## src/hlc_pkg.sv

```systemverilog
package hlc_pkg;

   // register bus geometry
   localparam int ADDR_W = 16;
   localparam int DATA_W = 16;

   // span of this bank, register addresses as numbered on the bus
   localparam logic [15:0] SPAN_LO = 16'h01E5;
   localparam logic [15:0] SPAN_HI = 16'h0213;
   localparam int NUM_REGS = 47;

   // register offsets
   localparam logic [15:0] DT_RETRY_LIMIT = 16'h01E5;
   localparam logic [15:0] DT_RATE_LIMIT_EN = 16'h01E6;
   localparam logic [15:0] INVERSION_TOLERATE_TIME = 16'h01E7;
   localparam logic [15:0] INVERSION_RESPONSE = 16'h01E8;
   localparam logic [15:0] XCHG_OUTLET_DT_EN = 16'h01E9;
   localparam logic [15:0] XCHG_OUTLET_DT_DEG = 16'h01EA;
   localparam logic [15:0] XCHG_RISE_EN = 16'h01EB;
   localparam logic [15:0] RISE_RESPONSE = 16'h01EC;
   localparam logic [15:0] RISE_RETRY_LIMIT = 16'h01ED;
   localparam logic [15:0] INLET_XCHG_DT_EN = 16'h01EE;
   localparam logic [15:0] INLET_XCHG_DT_DEG = 16'h01EF;
   localparam logic [15:0] HEAT_ANTICOND_EN = 16'h01F0;
   localparam logic [15:0] HEAT_ANTICOND_SETPT = 16'h01F1;
   localparam logic [15:0] HEAT_ANTICOND_PUMP_OFF = 16'h01F2;
   localparam logic [15:0] WATER_ANTICOND_EN = 16'h01F3;
   localparam logic [15:0] WATER_ANTICOND_SETPT = 16'h01F4;
   localparam logic [15:0] WATER_ANTICOND_PUMP_OFF = 16'h01F5;
   localparam logic [15:0] ANTICOND_PRIORITY_MAP = 16'h01F6;
   localparam logic [15:0] FROST_ANTICOND_EN = 16'h01F7;
   localparam logic [15:0] WATER_STORAGE_EN = 16'h01F8;
   localparam logic [15:0] WATER_STORAGE_TIME = 16'h01F9;
   localparam logic [15:0] WATER_STORAGE_SETPT = 16'h01FA;
   localparam logic [15:0] WATER_STORAGE_ON_HYST = 16'h01FB;
   localparam logic [15:0] WATER_STORAGE_OFF_HYST = 16'h01FC;
   localparam logic [15:0] WATER_PRIORITY_METHOD = 16'h01FD;
   localparam logic [15:0] RESERVED_A_LO = 16'h01FE;
   localparam logic [15:0] RESERVED_A_HI = 16'h01FF;
   localparam logic [15:0] HEAT_CURVE_MAX_OUTDOOR = 16'h0200;
   localparam logic [15:0] HEAT_CURVE_MIN_OUTDOOR = 16'h0201;
   localparam logic [15:0] HEAT_CURVE_LOW_WATER = 16'h0202;
   localparam logic [15:0] HEAT_CURVE_BOOST_TIME = 16'h0203;
   localparam logic [15:0] HEAT_CURVE_MAX_OFF = 16'h0204;
   localparam logic [15:0] GROUP_CURVE_MAX_OUTDOOR = 16'h0205;
   localparam logic [15:0] GROUP_CURVE_MIN_OUTDOOR = 16'h0206;
   localparam logic [15:0] GROUP_CURVE_LOW_WATER = 16'h0207;
   localparam logic [15:0] GROUP_CURVE_BOOST_TIME = 16'h0208;
   localparam logic [15:0] GROUP_CURVE_MAX_OFF = 16'h0209;
   localparam logic [15:0] HEAT_CURVE_BOOST_STEP = 16'h020A;
   localparam logic [15:0] HEAT_CURVE_RECOVERY_TIME = 16'h020B;
   localparam logic [15:0] GROUP_CURVE_BOOST_STEP = 16'h020C;
   localparam logic [15:0] GROUP_CURVE_RECOVERY_TIME = 16'h020D;
   localparam logic [15:0] MIN_BOILER_WATER_TEMP = 16'h020E;
   localparam logic [15:0] GROUP_CURVE_MIN_WATER = 16'h020F;
   localparam logic [15:0] HEAT_FROST_EN = 16'h0210;
   localparam logic [15:0] WATER_FROST_EN = 16'h0211;
   localparam logic [15:0] OUTDOOR_FROST_SETPT = 16'h0212;
   localparam logic [15:0] RESERVED_B = 16'h0213;

   // reset value of every storage register
   localparam logic [15:0] REG_RESET = 16'h0000;

   // field encodings and ranges
   localparam logic [15:0] NOT_CONFIGURED = 16'hFFFF;
   localparam logic [15:0] TIME_MAX_S = 16'hFD20;     // 64800 s
   localparam logic [15:0] DIFF_MAX = 16'h0514;       // 130.0 deg in tenths
   localparam logic [15:0] TEMP_MAX = 16'h0514;       // 130.0 deg in tenths
   localparam logic [15:0] TEMP_MIN = 16'hFE70;       // -40.0 deg in tenths
   localparam logic [4:0] PRIO_MASK = 5'h1F;
   localparam int PRIO_STACK = 0;
   localparam int PRIO_DT = 1;
   localparam int PRIO_SLOW = 2;
   localparam int PRIO_RATE = 3;
   localparam int PRIO_OUTLET = 4;

   // limit response choices
   typedef enum logic [1:0] {
      HLC_RESP_LOCKOUT,
      HLC_RESP_RECYCLE,
      HLC_RESP_RECYCLE_RETRY,
      HLC_RESP_BAD
   } hlc_resp_t;

   // decoded sensor-pair check enables
   typedef struct packed {
      logic diff_check;
      logic inversion_check;
   } hlc_pair_t;

   // decoded duration
   typedef struct packed {
      logic configured;
      logic in_range;
      logic [15:0] seconds;
   } hlc_time_t;

   // register bus request
   typedef struct packed {
      logic rd;
      logic wr;
      logic [15:0] addr;
      logic [15:0] wdata;
   } hlc_req_t;

endpackage

```

## src/hlc_bank.sv

```systemverilog
`timescale 1ns/100ps
module hlc_bank
   import hlc_pkg::*;
(
   // clock and reset
   input wire logic CLK_I,
   input wire logic ARST_N_I,
   // register access from the serial-bus front end
   input wire logic RD_I,
   input wire logic WR_I,
   input wire logic [15:0] ADDR_I,
   input wire logic [15:0] WDATA_I,
   // read answer
   output logic [15:0] RDATA_O,
   output logic RVALID_O,
   output logic HIT_O,
   // decoded settings for the thermal control
   output logic [1:0] DT_PAIR_XO_O,
   output logic [1:0] DT_PAIR_IX_O,
   output logic [1:0] INV_RESP_O,
   output logic [1:0] RISE_RESP_O,
   output logic [15:0] DT_RETRY_O,
   output logic [15:0] RISE_RETRY_O,
   output logic DT_RATE_LIMIT_O,
   output logic [4:0] ANTICOND_PRIO_O,
   output logic HEAT_PUMP_OFF_O,
   output logic WATER_PUMP_OFF_O,
   output logic WATER_PRIO_DROP_O,
   output logic [6:0] FUNC_EN_O,
   output logic HEAT_FROST_OUTDOOR_O,
   output logic INV_TIME_VALID_O,
   output logic STORAGE_TIME_VALID_O
);

   // storage, indexed from the start of the span
   logic [15:0] regs [NUM_REGS];
   hlc_req_t req;
   logic [5:0] idx;
   logic in_span;
   logic reserved;
   hlc_time_t inv_time; // decoded inversion toleration time
   hlc_time_t store_time; // decoded hot-water storage time

   assign req = '{rd: RD_I, wr: WR_I, addr: ADDR_I, wdata: WDATA_I};
   assign in_span = (req.addr >= SPAN_LO) && (req.addr <= SPAN_HI);
   assign idx = 6'(req.addr - SPAN_LO);

   // reserved words are not storage, so writes fall away
   function automatic logic is_reserved(input logic [15:0] a);
      return (a == RESERVED_A_LO) || (a == RESERVED_A_HI) || (a == RESERVED_B);
   endfunction

   // two-bit selector from a word; any high bit makes it unusable
   function automatic logic [1:0] sel2(input logic [15:0] v);
      return (v[15:2] == 14'h0000) ? v[1:0] : 2'h0;
   endfunction

   // single-bit enable; only the value one turns a function on
   function automatic logic en1(input logic [15:0] v);
      return v == 16'h0001;
   endfunction

   // duration decode: all ones means not configured
   function automatic hlc_time_t dur(input logic [15:0] v);
      hlc_time_t t;
      t.configured = (v != NOT_CONFIGURED);
      t.in_range = (v <= TIME_MAX_S);
      t.seconds = v;
      return t;
   endfunction

   // limit response decode; a code beyond two is flagged bad
   function automatic hlc_resp_t resp(input logic [15:0] v);
      hlc_resp_t r;
      unique case (sel2(v))
         2'h0: r = HLC_RESP_LOCKOUT;
         2'h1: r = HLC_RESP_RECYCLE;
         2'h2: r = HLC_RESP_RECYCLE_RETRY;
         default: r = HLC_RESP_BAD;
      endcase
      if (v[15:2] != 14'h0000) begin
         r = HLC_RESP_BAD;
      end
      return r;
   endfunction

   assign reserved = is_reserved(req.addr);

   function automatic logic [15:0] rg(input logic [15:0] a);
      return regs[6'(a - SPAN_LO)];
   endfunction

   // one storage word per address; the priority word keeps only five bits
   genvar g;
   generate
      for (g = 0; g < NUM_REGS; g++) begin : g_reg
         always_ff @(posedge CLK_I or negedge ARST_N_I) begin
            if (!ARST_N_I) begin
               regs[g] <= REG_RESET;
            end else if (req.wr && in_span && !reserved && idx == 6'(g)) begin
               if (16'(g) + SPAN_LO == ANTICOND_PRIORITY_MAP) begin
                  regs[g] <= {11'h000, req.wdata[4:0] & PRIO_MASK};
               end else if (16'(g) + SPAN_LO == RESERVED_A_LO ||
                            16'(g) + SPAN_LO == RESERVED_A_HI ||
                            16'(g) + SPAN_LO == RESERVED_B) begin
                  regs[g] <= REG_RESET;
               end else begin
                  regs[g] <= req.wdata;
               end
            end
         end
      end
   endgenerate

   // read port: one cycle after the strobe
   always_ff @(posedge CLK_I or negedge ARST_N_I) begin
      if (!ARST_N_I) begin
         RDATA_O <= 16'h0000;
         RVALID_O <= 1'b0;
      end else begin
         RVALID_O <= req.rd;
         if (req.rd && in_span && !reserved) begin
            RDATA_O <= regs[idx];
         end else if (req.rd) begin
            RDATA_O <= 16'h0000;
         end
      end
   end

   // hit flag: access landed on a live word of this bank
   always_ff @(posedge CLK_I or negedge ARST_N_I) begin
      if (!ARST_N_I) begin
         HIT_O <= 1'b0;
      end else begin
         HIT_O <= (req.rd || req.wr) && in_span && !reserved;
      end
   end

   // delta-t pair and response decode
   always_ff @(posedge CLK_I or negedge ARST_N_I) begin
      if (!ARST_N_I) begin
         DT_PAIR_XO_O <= 2'h0;
         DT_PAIR_IX_O <= 2'h0;
         INV_RESP_O <= 2'h0;
         RISE_RESP_O <= 2'h0;
         DT_RATE_LIMIT_O <= 1'b0;
      end else begin
         // bit 0 inversion check, bit 1 difference check
         DT_PAIR_XO_O <= sel2(rg(XCHG_OUTLET_DT_EN));
         DT_PAIR_IX_O <= sel2(rg(INLET_XCHG_DT_EN));
         INV_RESP_O <= 2'(resp(rg(INVERSION_RESPONSE)));
         RISE_RESP_O <= 2'(resp(rg(RISE_RESPONSE)));
         DT_RATE_LIMIT_O <= en1(rg(DT_RATE_LIMIT_EN));
      end
   end

   // retry counts pass through; the control counts recycles against them
   always_ff @(posedge CLK_I or negedge ARST_N_I) begin
      if (!ARST_N_I) begin
         DT_RETRY_O <= 16'h0000;
         RISE_RETRY_O <= 16'h0000;
      end else begin
         DT_RETRY_O <= rg(DT_RETRY_LIMIT);
         RISE_RETRY_O <= rg(RISE_RETRY_LIMIT);
      end
   end

   // anticondensation, pump and priority decode
   always_ff @(posedge CLK_I or negedge ARST_N_I) begin
      if (!ARST_N_I) begin
         ANTICOND_PRIO_O <= 5'h00;
         HEAT_PUMP_OFF_O <= 1'b0;
         WATER_PUMP_OFF_O <= 1'b0;
         WATER_PRIO_DROP_O <= 1'b0;
      end else begin
         ANTICOND_PRIO_O <= 5'(rg(ANTICOND_PRIORITY_MAP));
         HEAT_PUMP_OFF_O <= en1(rg(HEAT_ANTICOND_PUMP_OFF));
         WATER_PUMP_OFF_O <= en1(rg(WATER_ANTICOND_PUMP_OFF));
         WATER_PRIO_DROP_O <= en1(rg(WATER_PRIORITY_METHOD));
      end
   end

   // function enables: heat anticond, water anticond, frost anticond,
   // storage, heat frost, water frost, and the exchanger rise enable
   always_ff @(posedge CLK_I or negedge ARST_N_I) begin
      if (!ARST_N_I) begin
         FUNC_EN_O <= 7'h00;
         HEAT_FROST_OUTDOOR_O <= 1'b0;
      end else begin
         FUNC_EN_O[0] <= en1(rg(HEAT_ANTICOND_EN));
         FUNC_EN_O[1] <= en1(rg(WATER_ANTICOND_EN));
         FUNC_EN_O[2] <= en1(rg(FROST_ANTICOND_EN));
         FUNC_EN_O[3] <= en1(rg(WATER_STORAGE_EN));
         FUNC_EN_O[4] <= en1(rg(HEAT_FROST_EN));
         FUNC_EN_O[5] <= en1(rg(WATER_FROST_EN));
         FUNC_EN_O[6] <= en1(rg(XCHG_RISE_EN));
         // outdoor frost setpoint steers space heating frost only
         HEAT_FROST_OUTDOOR_O <= en1(rg(HEAT_FROST_EN));
      end
   end

   // decoded durations; split out so the flops below read plain fields
   assign inv_time = dur(rg(INVERSION_TOLERATE_TIME));
   assign store_time = dur(rg(WATER_STORAGE_TIME));

   // durations: valid when configured and within 18 hours
   always_ff @(posedge CLK_I or negedge ARST_N_I) begin
      if (!ARST_N_I) begin
         INV_TIME_VALID_O <= 1'b0;
         STORAGE_TIME_VALID_O <= 1'b0;
      end else begin
         INV_TIME_VALID_O <= inv_time.in_range;
         STORAGE_TIME_VALID_O <= store_time.configured && store_time.in_range;
      end
   end
endmodule

```

## config.mk

```make
export PLATFORM = sky130hd
export DESIGN_NAME = hlc_bank
export DESIGN_NICKNAME = d
export VERILOG_FILES = /design/src/hlc_pkg.sv /design/src/hlc_bank.sv
export SDC_FILE = /design/constraint.sdc
export NUM_CORES = 1
export LEC_CHECK = 0
export ABC_CLOCK_PERIOD_IN_PS = 3700
export BUFFER_PORTS_ARGS = -buffer_cell sky130_fd_sc_hd__buf_2
export CAP_MARGIN = 20
export CELL_PAD_IN_SITES_DETAIL_PLACEMENT = 0
export CELL_PAD_IN_SITES_GLOBAL_PLACEMENT = 1
export CORE_MARGIN = 8
export CORE_UTILIZATION = 31
export CTS_BUF_LIST = sky130_fd_sc_hd__clkbuf_16
export DETAILED_ROUTE_END_ITERATION = 16
export PLACE_DENSITY = 0.55
export SYNTH_ARGS = -nofsm -noshare
export SYNTH_HDL_FRONTEND = slang
export SYNTH_SLANG_ARGS = --single-unit
```

## constraint.sdc

```tcl
create_clock -name CLK_I -period 3.7 [get_ports CLK_I]
set_clock_uncertainty 0.15 [all_clocks]
set_input_delay 0.185 -clock CLK_I [delete_from_list [all_inputs] [get_ports CLK_I]]
set_output_delay 0.185 -clock CLK_I [all_outputs]
set_load 0.005 [all_outputs]
```

# After elaboration in Yosys (flattened, before gate mapping)
# Index checks and enable logic that the tools add are counted.
# classes
bitwise	1
n_eq_ne	62
n_lt_le_gt_ge	5
reduce_logical	66
n_addsub	1
muxes	13
# op_table
operator	n
$eq A16 B1 Y1 const B	11
$bmux W16 S6	1
$eq A6 B5 Y1 const B	14
$eq A6 B6 Y1 const B	14
$mux W16	4
$logic_not A14 Y1	4
$logic_and A1 B1 Y1	52
$eq A6 B4 Y1 const B	8
$eq A16 B9 Y1 const B	2
$le A16 B16 Y1 const B	2
$reduce_bool A14 Y1	2
$eq A6 B3 Y1 const B	4
$eq A16 B10 Y1 const B	1
$ge A16 B9 Y1 const B	1
$le A16 B10 Y1 const B	1
$ne A16 B16 Y1 const B	1
$eq A6 B2 Y1 const B	2
$mux W2	6
$pmux W2 S3	2
$ge A7 B7 Y1 const B	1
$not A6 Y7	1
$eq A6 B1 Y1 const B	1
$logic_not A6 Y1	1
$sub A6 B6 Y6 const B	1
other kinds (6)	11
# totals
register_bits	770
inputBits	36
output_inout_bits	77
word_cells	210

# Logic depth before layout (Yosys ltp)
# Gate-level depths: netlist (run 1).
# logic_depth
ltp_word	6
depth_mapped	17
depth_no_buf	8

# Least setup slack after synthesis (run 1)
# No wires, ideal clock.
# synth_timing
kind	input-to-reg
startpoint	input port ADDR_I[0]
endpoint	register regs[453] (netlist name)
setup_time_ps	125
n_path_buf	8
required_time_ps	3425
arrival_ps	3663
path_stages	16
path_slack_ps	-238
cell_sequence	buf_4 > buf_2 > buf_2 > buf_2 > buf_2 > inv_1 > ha_1 > buf_2 > nor2b_1 > o21ai_0 > a211o_1 > buf_4 > nand3_2 > nor3_4 > buf_4 > mux2_2
# synth_via
elab_chain_cells	6
elab_cells_between_ends	14
cone_classes	add/sub: 1; order compare: 2; eq/ne: 4; reduce/logical: 7
# synth_lines
item	line_no	source
from (decl)	hlc_bank.sv:11	input wire logic [15:0] ADDR_I,
parallel branches: the longest is 5 deep, another holds $ge A16 B9 Y1	--	
$logic_and A1 B1 Y1 *	hlc_bank.sv:100	end else if (req.wr && in_span && !reserved && idx == 6'(g)) begin
to (signal, indexed assignment)	hlc_bank.sv:102	regs[g] <= {11'h000, req.wdata[4:0] & PRIO_MASK};
to (signal, indexed assignment)	hlc_bank.sv:108	regs[g] <= req.wdata;
to (decl)	hlc_bank.sv:36	logic [15:0] regs [NUM_REGS];
# Every way passes the cells marked *.
# A chain may end at the register's enable or synchronous reset.

# Worst setup path in the final report (run 1)
# layout_timing
startpoint	input port ADDR_I[3]
endpoint	register regs[166] (netlist name)
# The elaborated chain is that of the path after synthesis.

==> results_tabular.tex, run 1 <==
\begin{tabular}{lr}
\hline
Metric & Value \\
\hline
\multicolumn{2}{l}{\textbf{Critical path}} \\
Setup CP Type & in -> reg \\
Slowest cell on crit path & nor2\_2 \\
Crit Path Max Fanout & 17 \\
Crit path DAT & 3.03 ns \\
Worst reg2reg path depth & 5 \\
Setup crit end & regs[166]\$\_DFFE\_PN0P\_ \\
Critical Path Sink Type & register \\
Reg2Reg Setup Slack & 1.25 ns \\
Worst Path Required & 4.10 ns \\
R2R Path End & RDATA\_O[10]\$\_DFFE\_PN0P\_ \\
Critical R2R Launch & regs[746]\$\_DFFE\_PN0P\_ \\
Combined buffer and inverter count along the critical path & 3 \\
Slowest cell delay on critical path & 0.50 ns \\
Crit path launch & ADDR\_I[3] \\
Path length in cells of the critical path & 9 \\
Cells along the critical path & buf\_2, nor3\_2, a211oi\_4, buf\_4, and3\_1, nand4\_2, nor2\_2, buf\_12, mux2\_2 \\
Gate family responsible for the most delay along the worst path & simple AND/OR/NAND/NOR gates \\
Crit start category & input pin \\
\multicolumn{2}{l}{\textbf{Clock network}} \\
TritonCTS clock tree & built \\
Latest clock arrival within the worst-skew pair & approximately 0.68 ns \\
Clock root buffer master & clkbuf\_16 \\
Setup Buffers After CTS & 0 \\
CTS Buf Count & 92 \\
Number of H-tree branching levels & 3 \\
Clock tree sinks & 769 \\
Clock slew seen by the registers of the worst setup and hold paths & around 0.06 ns \\
Number of buffers between clock root and the deepest sink & 3 \\
\multicolumn{2}{l}{\textbf{Job}} \\
Max-cap violations & 0 \\
\multicolumn{2}{l}{\textbf{Logic synthesis}} \\
Per-instance average area after synthesis & $\sim$15 sq um \\
Async set or reset register ratio after synthesis & 100.0\% \\
Post-synthesis cell count & around 2,400 \\
Dominant synthesized flop cell & dfrtp\_1 \\
Netlist cell types & 68 \\
Fraction of synthesized cell area taken by the top area cell type & between 50\% and 60\% \\
Net count after synthesis & between 2,000 and 2,500 \\
Number of flip-flops and latches in the synthesized netlist & $\sim$770 \\
Top cell types by occurrence after synthesis & dfrtp\_1, mux2\_2, mux4\_2, nand2\_1, mux2\_1 \\
Number of enable flip-flop cells after synthesis & 0 \\
Netlist Area Pre-Place & 0.03518 sq mm \\
Most repeated cell in the gate-level netlist after synthesis & dfrtp\_1 \\
Post-synth top area cell & dfrtp\_1 \\
Register area share after synthesis & between 50\% and 60\% \\
Main area contributors after synthesis & dfrtp\_1, mux2\_2, mux4\_2 \\
YS warnings & 0 \\
\multicolumn{2}{l}{\textbf{Cells and area}} \\
Fraction of layout cells with a size suffix above 1 & a little under half \\
Post-Layout Cell Count & $\sim$4,100 \\
Synthesis-to-layout area growth & 16.22\% \\
Total Nets Final & 2,572 \\
\multicolumn{2}{l}{\textbf{STA}} \\
Maximum clock frequency & approximately 0.38 GHz \\
Setup TNS & 0 ns \\
Number of hold violations in the final report & 0 \\
Worst rel slew slack & between 20\% and 30\% \\
Minimum clock period & around 2.6 ns \\
Max-slew violations & 0 \\
Part of the cycle the worst path needs & 71.17\% \\
Number of setup violations in the final report & 0 \\
RSZ-0062 raised after global routing & no \\
Transition time of the tightest slew-check pin & between 1 and 1.5 ns \\
\multicolumn{2}{l}{\textbf{Floorplan}} \\
Total Die Area & around 0.12 sq mm \\
X dimension of the die & $\sim$350 um \\
Die height & between 300 and 400 um \\
Core Region & approximately 0.11 sq mm \\
Std cell rows & approximately 120 \\
Number of top-level design ports & 113 \\
Effective utilization at floorplan & between 30\% and 40\% \\
\multicolumn{2}{l}{\textbf{Routing}} \\
DRC violation total after the first TritonRoute iteration & 1,641 \\
Total detailed-routing wirelength & about 110 mm \\
Drt first pass iters & 5 \\
\# DRC & 0 \\
Total via count in the routed design & roughly 22,000 \\
Mean routed wirelength per cell & about 28 um \\
Vias/cell & between 5 and 6 \\
DRT antenna net count & 0 \\
\multicolumn{2}{l}{\textbf{Global route}} \\
Number of antenna violations at the first check in global routing & 5 \\
Vias in the first global route & roughly 23,000 \\
Global-route usage over all layers & 18.06\% \\
Total grt overflow & 0 \\
Maximum number of pins on one net before global-route repair & 109 \\
Wire length of the first global-routing pass & 169.2 mm \\
\multicolumn{2}{l}{\textbf{Power}} \\
Leakage power total & between 15 and 20 nW \\
Worst-case vdd ir drop & approximately 0.00033 V \\
PwrDens & approximately 450 mW/mm\^{}2 \\
\multicolumn{2}{l}{\textbf{Placement}} \\
Detailed-placement wirelength estimate & approximately 79 mm \\
Last weighted congestion value of the routability-driven placer & $\sim$0.84 \\
Number of port buffers & $\sim$110 \\
Number of cells after detailed placement & between 3,000 and 4,000 \\
\multicolumn{2}{l}{\textbf{Run status}} \\
Result of the run & completed \\
\multicolumn{2}{l}{\textbf{Hold path}} \\
Class of the tightest hold or removal check & in -> async \\
\hline
\end{tabular}
[cell usage in the layout, fill, tap and decap left out, drive strengths merged, types with 9 or more instances in the layout]
cell type      n
inv           43
o21ai         18
o221ai        14
a221oi        23
nand4         20
clkinv        43
a21oi         28
mux2         716
nand2        134
nor2          49
nand3         46
dlygate4sd3    9
a31oi          9
buf          234
and4          16
nor4          52
clkbuf        93
dfrtp        769
mux4         150
nor4b         11
mux2i         10
nor3          26
[metrics by stage]
stage,utilization [%],total power [mW],area [sq um],hold slack (ns),setup slack [ns]
after global placement,33.65,9.861,37850,0.1568,0.4635
final,36.34,18.42,40890,0.01989,1.067
after floorplan,-,9.165,35220,-0.2606,0.009648
after global routing,36.33,19.12,40870,0.04544,0.9711
after detailed placement,33.68,9.880,37890,0.1643,0.3967
after CTS,36.33,18.71,40870,0.00003558,1.144
[registers in the layout, summed over array words and instances (netlist names), 5 cells and up]
| signal | flops |
|---|---|
| regs | 677 |
| DT_RETRY_O | 16 |
| RDATA_O | 16 |
| RISE_RETRY_O | 16 |
| inv_time | 16 |
| FUNC_EN_O | 7 |
| ANTICOND_PRIO_O | 5 |
[metal layers]
layer,vias to the layer above,GRT usage (%),share of wire [%]
li1,9211,-,-
met4,2,5.103,2.6
met2,548,28.55,47
met5,-,0,0.011
met3,149,2.644,4.6
met1,11900,25.79,46
[cells by family after synthesis]
family	after synthesis	synth area share [%]
adder cells (fa/ha/maj)	4	0.1423
flip-flops	769	54.70
AND/OR/NAND/NOR	378	6.224
XOR/XNOR	5	0.1245
AO/OA/AOI/OAI	144	3.069
multiplexers	876	32.80
buffers and inverters	214	2.938
[cell type report]
type | count | area, sq um
fillers | 10660 | 71610
flip-flops and latches | 769 | 19240
multi-input cells | 1407 | 14970
clock buffers | 93 | 2327
well taps | 1500 | 1877
repair buffers | 243 | 1824
clock inverters | 76 | 565.5
inverters | 19 | 71.32
diodes | 5 | 12.51
[worst reg2reg max path, delay by kind of cell, from the launching register on]
kind / cells / cell delay [ns]
AO/OA/AOI/OAI: 2 / 0.54
flip-flops: 1 / 0.53
multiplexers: 2 / 1.02
AND/OR/NAND/NOR: 1 / 0.08
[power by group]
part           total, mW  leakage (nW)  internal, mW  switching (mW)
sequential          8.46          10.7          8.44          0.0179
clock               8.70          1.49          4.99            3.71
combinational       1.26          7.38         0.341           0.921
[how the worst min path moves through the flow]
stage               cells after the start  slack [ns]                      endpoint
global placement                        1        0.16     RISE_RETRY_O[9]$_DFF_PN0_
detailed placement                      1        0.16     RISE_RETRY_O[9]$_DFF_PN0_
floorplan                               0       -0.26  ANTICOND_PRIO_O[0]$_DFF_PN0_
finish                                  2        0.02     RISE_RETRY_O[9]$_DFF_PN0_
global route                            2        0.05         regs[271]$_DFFE_PN0P_
CTS                                     5     0.00004               HIT_O$_DFF_PN0_
[repair_timing]
| action | in CTS | in global routing |
|---|---|---|
| hold buffers | 9 | 0 |
| gates resized for setup | 0 | 0 |
| hold endpoints to repair | 222 | 0 |
(Power assumes the default switching activity.)
==> run 2, diff against run 1 <==
ABC_CLOCK_PERIOD_IN_PS = 2300   (was 3700)
PLACE_DENSITY = 0.56   (was 0.55)
clock period = 2.3 ns   (was 3.7 ns; I/O delays follow)
==> run 2 against run 1 <==
Via count up 3.9%. Wire length up 0.17%. Global-route usage increased by 0.16 points. Cell count increased by 4.6%. First-iteration DRC count increased by 2.9%. Total power grew 62%. Critical endpoint is now RDATA_O[10]$_DFFE_PN0P_. Largest cell class unchanged.
==> results_tabular.tex, run 2 (same netlist as run 1, synthesis figures left out) <==
\begin{tabular}{lr}
\hline
Metric & Value \\
\hline
\multicolumn{2}{l}{\textbf{Critical path}} \\
Reg2Reg Setup Slack & 0.03 ns (was 1.25 ns) \\
Setup CP Type & reg -> reg (was in -> reg) \\
Cells along the critical path & mux4\_2, mux4\_2, nand2\_2, a21bo\_2, a221o\_1 (was buf\_2, nor3\_2, a211oi\_4, buf\_4, and3\_1, nand4\_2, nor2\_2, buf\_12, mux2\_2) \\
Crit path DAT & 2.66 ns (was 3.03 ns) \\
Crit start category & register (was input pin) \\
Crit Path Max Fanout & 2 (was 17) \\
Worst Path Required & 2.69 ns (was 4.10 ns) \\
Slowest cell delay on critical path & 0.52 ns (was 0.50 ns) \\
Critical Path Sink Type & register (unchanged) \\
Most common cell type on the critical path & mux4\_2 \\
Worst reg2reg path depth & 5 (unchanged) \\
Slowest cell on crit path & mux4\_2 (was nor2\_2) \\
\multicolumn{2}{l}{\textbf{STA}} \\
Minimum clock period & between 2 and 2.5 ns \\
Transition time of the tightest slew-check pin & 0.8123 ns (was 1.118 ns) \\
Part of the cycle the worst path needs & 98.67\% \\
Max-slew violations & 0 (unchanged) \\
RSZ-0062 raised after global routing & yes (was no) \\
Min Hold Slack & 0.06227 ns (was 0.01989 ns) \\
Worst rel slew slack & 45.85\% (was 25.46\%) \\
Maximum clock frequency & roughly 0.44 GHz \\
Number of setup violations in the final report & 0 (unchanged) \\
Number of hold violations in the final report & 0 (unchanged) \\
Setup TNS & 0 ns (unchanged) \\
\multicolumn{2}{l}{\textbf{Clock network}} \\
Latest clock arrival within the worst-skew pair & 0.66 ns (was 0.68 ns) \\
CTS Buf Count & 90 (was 92) \\
Number of buffers between clock root and the deepest sink & 3 (unchanged) \\
Clock slew seen by the registers of the worst setup and hold paths & 0.06 ns (about the same) \\
Number of H-tree branching levels & 3 (unchanged) \\
Clock tree sinks & 769 (unchanged) \\
TritonCTS clock tree & built (unchanged) \\
Clock root buffer master & clkbuf\_16 (unchanged) \\
\multicolumn{2}{l}{\textbf{Routing}} \\
Mean routed wirelength per cell & 26.71 um (was 27.90 um) \\
Total via count in the routed design & 22,650 (was 21,810) \\
DRT antenna net count & 0 (unchanged) \\
Vias/cell & 5.266 (was 5.305) \\
Total detailed-routing wirelength & 114.9 mm (was 114.7 mm) \\
Drt first pass iters & 5 (unchanged) \\
\# DRC & 0 (unchanged) \\
DRC violation total after the first TritonRoute iteration & 1,688 (was 1,641) \\
\multicolumn{2}{l}{\textbf{Cells and area}} \\
Total Nets Final & 2,764 (was 2,572) \\
Fraction of layout cells with a size suffix above 1 & 49.50\% (was 45.84\%) \\
Most frequent standard cell in the layout excluding fill and tap cells & dfrtp\_1 (unchanged) \\
Area of combinational cells with multiple inputs & 0.01570 sq mm (was 0.01497 sq mm) \\
FF/Latch Area & 0.01924 sq mm (unchanged) \\
Synthesis-to-layout area growth & 25.08\% (was 16.22\%) \\
Commonest non-fill, non-tap cells in the layout & dfrtp\_1, mux2\_2, buf\_4, mux2\_4, mux4\_2 (was dfrtp\_1, mux2\_2, mux4\_2, nand2\_1, buf\_2) \\
Fin area & 0.04401 sq mm (was 0.04089 sq mm) \\
Fillcell total & 10,470 (was 10,660) \\
Most flops, register & regs (unchanged) \\
Max FFs per register & 677 (unchanged) \\
\multicolumn{2}{l}{\textbf{Floorplan}} \\
Std cell rows & 123 (unchanged) \\
Effective utilization at floorplan & 31.27\% (unchanged) \\
Total Die Area & 0.1245 sq mm (unchanged) \\
X dimension of the die & 352.9 um (unchanged) \\
Core Region & 0.1125 sq mm (unchanged) \\
Die height & 352.9 um (unchanged) \\
Number of top-level design ports & 113 (unchanged) \\
\multicolumn{2}{l}{\textbf{Run status}} \\
Result of the run & completed (unchanged) \\
\multicolumn{2}{l}{\textbf{Global route}} \\
Maximum number of pins on one net before global-route repair & 103 (was 109) \\
Vias in the first global route & 24,580 (was 23,070) \\
Global-route usage over all layers & 18.22\% (was 18.06\%) \\
Number of antenna violations at the first check in global routing & 5 (unchanged) \\
Wire length of the first global-routing pass & 172.6 mm (was 169.2 mm) \\
Total grt overflow & 0 (unchanged) \\
\multicolumn{2}{l}{\textbf{Placement}} \\
Total placed instance area & 0.04097 sq mm (was 0.03789 sq mm) \\
Detailed-placement wirelength estimate & 79.99 mm (was 79.10 mm) \\
Number of port buffers & 112 (unchanged) \\
Last weighted congestion value of the routability-driven placer & 0.8444 (was 0.8431) \\
\multicolumn{2}{l}{\textbf{Power}} \\
PwrDens & 677.6 mW/mm\^{}2 (was 450.6 mW/mm\^{}2) \\
Leakage power total & 21.00 nW (was 19.60 nW) \\
Worst-case vdd ir drop & 0.0006313 V (was 0.0003309 V) \\
\multicolumn{2}{l}{\textbf{Hold path}} \\
Class of the tightest hold or removal check & in -> reg (was in -> async) \\
Hold Path Cell Cnt & 2 \\
\multicolumn{2}{l}{\textbf{Job}} \\
Max-cap violations & 0 (unchanged) \\
\hline
\end{tabular}
run 2: power breakdown:
part / total (mW) / internal [mW] / leakage, nW / switching (mW)
Clock: 13.7 / 7.86 / 1.44 / 5.84
Sequential: 13.6 / 13.6 / 10.7 / 0.0283
Combinational: 2.51 / 0.910 / 8.83 / 1.60
Total: 29.8 / 22.4 / 21.0 / 7.47
run 2: critical path: cells and delay by family, from the launching register on:
family / cells / cell delay [ns]
DFF: 1 / 0.39
and+or+nand+nor: 1 / 0.08
AOI/OAI and AO/OA: 2 / 0.51
muxes: 2 / 1.03
run 2: stage by stage:
step / utilization [%] / setup WS [ns] / power, mW / std cells
after floorplan: - / -0.8656 / 14.82 / 2390
after global placement: 36.42 / -0.5633 / 16.33 / 4114
after detailed placement: 36.42 / -0.5886 / 16.35 / 4114
after CTS: 39.09 / 0.003916 / 30.25 / 4299
after global routing: 39.11 / -0.001372 / 30.90 / 4300
final: 39.12 / 0.03054 / 29.82 / 4302
run 2: final timing paths:
kind	end	from
min reg2reg	ANTICOND_PRIO_O[4]$_DFF_PN0_	regs[468]$_DFFE_PN0P_
min in group asynchronous	RISE_RETRY_O[9]$_DFF_PN0_	ARST_N_I
max in group asynchronous	WATER_PRIO_DROP_O$_DFF_PN0_	ARST_N_I
max reg2reg	RDATA_O[10]$_DFFE_PN0P_	regs[618]$_DFFE_PN0P_
max	RDATA_O[10]$_DFFE_PN0P_	regs[618]$_DFFE_PN0P_
min	regs[727]$_DFFE_PN0P_	WDATA_I[7]
run 2: final cells by class:
type / count / area share (%)
antenna: 2 / 0.01137
tap: 1500 / 4.265
multi-input combinational: 1407 / 35.67
clock buffer: 91 / 5.175
clock inverter: 77 / 1.245
inverter: 19 / 0.1678
sequential: 769 / 43.73
timing repair buffer: 437 / 9.741
run 2: layer usage:
layer  global-route usage, %  part of all wire, %
met5                       0                0.011
met2                   29.07                   47
met1                   25.30                   45
met4                   5.217                  2.5
met3                   3.410                  5.5
run 2: what timing repair did:
item                       in CTS  in global routing
setup buffers                   0                  1
setup endpoints to repair       1                  3
resized for setup               0                  3
hold buffers                   17                  0
pin swaps                       1                  1
hold endpoints to repair      960                  0
==> run 3, diff against run 2 <==
HOLD_SLACK_MARGIN = 0.02   (was unset)
PLACE_DENSITY = 0.55   (was 0.56)
==> run 3 against run 2 <==
The flow now finishes with violations (negative hold slack). Sequential share of layout area grew 0.22 points. Final area shrank 0.50%. Sequential cell count is the same. Critical path depth stayed put. Utilization fell by 0.20 points. Non-clock buffer count shrank 31. Highest routed layer unchanged.
==> results_tabular.tex, run 3 (same netlist as run 1, synthesis figures left out) <==
\begin{tabular}{lr}
\hline
Metric & Value \\
\hline
\multicolumn{2}{l}{\textbf{Floorplan}} \\
Effective utilization at floorplan & 31.27\% (unchanged) \\
Die height & 352.9 um (unchanged) \\
Std cell rows & 123 (unchanged) \\
Core Region & 0.1125 sq mm (unchanged) \\
X dimension of the die & 352.9 um (unchanged) \\
Number of top-level design ports & 113 (unchanged) \\
Total Die Area & 0.1245 sq mm (unchanged) \\
\multicolumn{2}{l}{\textbf{STA}} \\
Number of setup violations in the final report & 0 (unchanged) \\
Max-slew violations & 0 (unchanged) \\
Part of the cycle the worst path needs & 98.87\% (was 98.67\%) \\
Transition time of the tightest slew-check pin & 0.9967 ns (was 0.8123 ns) \\
Fin worst setup slack & 0.02603 ns (was 0.03054 ns) \\
Minimum clock period & 2.274 ns (was 2.269 ns) \\
Min Hold Slack & -0.05463 ns (was 0.06227 ns) \\
Worst rel slew slack & 33.55\% (was 45.85\%) \\
Number of hold violations in the final report & 3 (was 0) \\
Maximum clock frequency & 0.4398 GHz (was 0.4406 GHz) \\
RSZ-0062 raised after global routing & yes (unchanged) \\
Setup TNS & 0 ns (unchanged) \\
\multicolumn{2}{l}{\textbf{Placement}} \\
Worst slack after detailed placement & -0.5600 ns (was -0.5886 ns) \\
Number of port buffers & 112 (unchanged) \\
Last weighted congestion value of the routability-driven placer & 0.8652 (was 0.8444) \\
Detailed-placement wirelength estimate & 80.80 mm (was 79.99 mm) \\
\multicolumn{2}{l}{\textbf{Clock network}} \\
TritonCTS clock tree & built (unchanged) \\
Clock slew seen by the registers of the worst setup and hold paths & 0.07 ns (was 0.06 ns) \\
Latest clock arrival within the worst-skew pair & 0.67 ns (was 0.66 ns) \\
Number of H-tree branching levels & 3 (unchanged) \\
CTS Buf Count & 89 (was 90) \\
Gates resized, CTS repair & 0 (unchanged) \\
Clock tree sinks & 769 (unchanged) \\
Clock root buffer master & clkbuf\_16 (unchanged) \\
Number of buffers between clock root and the deepest sink & 3 (unchanged) \\
Setup Buffers After CTS & 0 (unchanged) \\
\multicolumn{2}{l}{\textbf{Run status}} \\
Violated checks & negative hold slack \\
Result of the run & finished, violations left (was completed) \\
\multicolumn{2}{l}{\textbf{Cells and area}} \\
Max FFs per register & 677 (unchanged) \\
Synthesis-to-layout area growth & 24.45\% (was 25.08\%) \\
Most flops, register & regs (unchanged) \\
FF/Latch Area & 0.01924 sq mm (unchanged) \\
Total Nets Final & 2,732 (was 2,764) \\
Commonest non-fill, non-tap cells in the layout & dfrtp\_1, mux2\_2, buf\_4, mux2\_4, mux4\_2 (unchanged) \\
Fillcell total & 10,450 (was 10,470) \\
Most frequent standard cell in the layout excluding fill and tap cells & dfrtp\_1 (unchanged) \\
Area of combinational cells with multiple inputs & 0.01568 sq mm (was 0.01570 sq mm) \\
Fraction of layout cells with a size suffix above 1 & 48.97\% (was 49.50\%) \\
\multicolumn{2}{l}{\textbf{Global route}} \\
Global-route usage over all layers & 18.46\% (was 18.22\%) \\
Number of antenna violations at the first check in global routing & 8 (was 5) \\
Vias in the first global route & 24,250 (was 24,580) \\
Maximum number of pins on one net before global-route repair & 145 (was 103) \\
Wire length of the first global-routing pass & 174.0 mm (was 172.6 mm) \\
Total grt overflow & 0 (unchanged) \\
\multicolumn{2}{l}{\textbf{Routing}} \\
Total via count in the routed design & 22,410 (was 22,650) \\
Total detailed-routing wirelength & 115.5 mm (was 114.9 mm) \\
DRC violation total after the first TritonRoute iteration & 1,574 (was 1,688) \\
Drt first pass iters & 5 (unchanged) \\
\# DRC & 0 (unchanged) \\
DRT antenna net count & 0 (unchanged) \\
Mean routed wirelength per cell & 27.08 um (was 26.71 um) \\
Vias/cell & 5.255 (was 5.266) \\
\multicolumn{2}{l}{\textbf{Power}} \\
Worst-case vdd ir drop & 0.0004901 V (was 0.0006313 V) \\
PwrDens & 684.2 mW/mm\^{}2 (was 677.6 mW/mm\^{}2) \\
Leakage power total & 20.89 nW (was 21.00 nW) \\
\multicolumn{2}{l}{\textbf{Critical path}} \\
Crit start category & register (unchanged) \\
R2R Path End & RDATA\_O[10]\$\_DFFE\_PN0P\_ (unchanged) \\
Worst reg2reg path depth & 5 (unchanged) \\
Setup CP Type & reg -> reg (unchanged) \\
Worst Path Required & 2.71 ns (was 2.69 ns) \\
Reg2Reg Setup Slack & 0.03 ns (about the same) \\
Critical Path Sink Type & register (unchanged) \\
Most common cell type on the critical path & mux4\_2 (unchanged) \\
Crit path DAT & 2.68 ns (was 2.66 ns) \\
Slowest cell on crit path & mux4\_2 (unchanged) \\
Critical R2R Launch & regs[746]\$\_DFFE\_PN0P\_ (was regs[618]\$\_DFFE\_PN0P\_) \\
Slowest cell delay on critical path & 0.53 ns (was 0.52 ns) \\
Cells along the critical path & mux4\_2, mux4\_2, nand2\_1, a21bo\_2, a221o\_1 (was mux4\_2, mux4\_2, nand2\_2, a21bo\_2, a221o\_1) \\
Crit Path Max Fanout & 2 (unchanged) \\
\multicolumn{2}{l}{\textbf{Job}} \\
Max-cap violations & 0 (unchanged) \\
\multicolumn{2}{l}{\textbf{Hold path}} \\
Class of the tightest hold or removal check & in -> async (was in -> reg) \\
\hline
\end{tabular}
-- run 3: cell types whose count changed in the layout (fill, tap and decap cells not counted), sizes merged --
cell and delta:
diode -1, inv +1, bufinv +2, clkbuf +2
dlygate4sd3 +1, clkinvlp -5, clkinv -6, buf -32
-- run 3: critical path: cells and delay by family, from the launching register on --
family,cells,cell delay (ns)
DFF,1,0.40
and+or+nand+nor,1,0.09
AOI/OAI and AO/OA,2,0.49
muxes,2,1.04
-- run 3: repair_timing --
item	4_1_cts	5_1_grt
endpoints found under the setup margin	0	1
hold buffers	16	1
hold endpoints to repair	1045	18
-- run 3: worst max-delay path by stage --
stage                          start                      end  slack, ns  cells past startpoint
3_5_place_dp               ADDR_I[1]   RDATA_O[5]$_DFFE_PN0P_      -0.56                     11
6_report       regs[746]$_DFFE_PN0P_  RDATA_O[10]$_DFFE_PN0P_       0.03                      5
4_1_cts        regs[746]$_DFFE_PN0P_  RDATA_O[10]$_DFFE_PN0P_       0.02                      5
5_1_grt        regs[602]$_DFFE_PN0P_  RDATA_O[10]$_DFFE_PN0P_      -0.02                      5
3_3_place_gp               ADDR_I[1]  RDATA_O[13]$_DFFE_PN0P_      -0.57                     10
2_1_floorplan              ADDR_I[0]    regs[373]$_DFFE_PN0P_      -0.87                     16
-- run 3: through the flow --
stage	total power, mW	area (sq um)	util, %	cells	hold WS [ns]
floorplan	14.82	36230	-	2390	-0.3306
finish	29.96	43780	38.92	4264	-0.05463
detailed placement	16.27	40750	36.22	4083	0.03419
CTS	30.40	43750	38.89	4261	0.02362
global route	31.10	43780	38.92	4263	0.03687
global placement	16.25	40730	36.20	4082	0.03083
-- run 3: layout make-up --
type                    count  share of cell area (%)
diodes                      1                0.005715
clock buffers              93                   5.315
clock inverters            69                   1.180
inverters                  19                  0.1686
multi-input cells        1407                   35.80
flip-flops and latches    769                   43.95
well taps                1500                   4.286
repair buffers            406                   9.293
-- run 3: report_power, final --
part	switching, mW	internal (mW)	leakage (nW)
logic	1.57	0.849	8.68
clock network	5.76	8.17	1.48
registers	0.0284	13.6	10.7
-- run 3: per-layer routing --
metal	share of wire, %	global-route usage, %
met5	0.0087	0
met4	2.6	5.266
met3	4.7	3.019
met2	47	29.59
met1	46	25.81
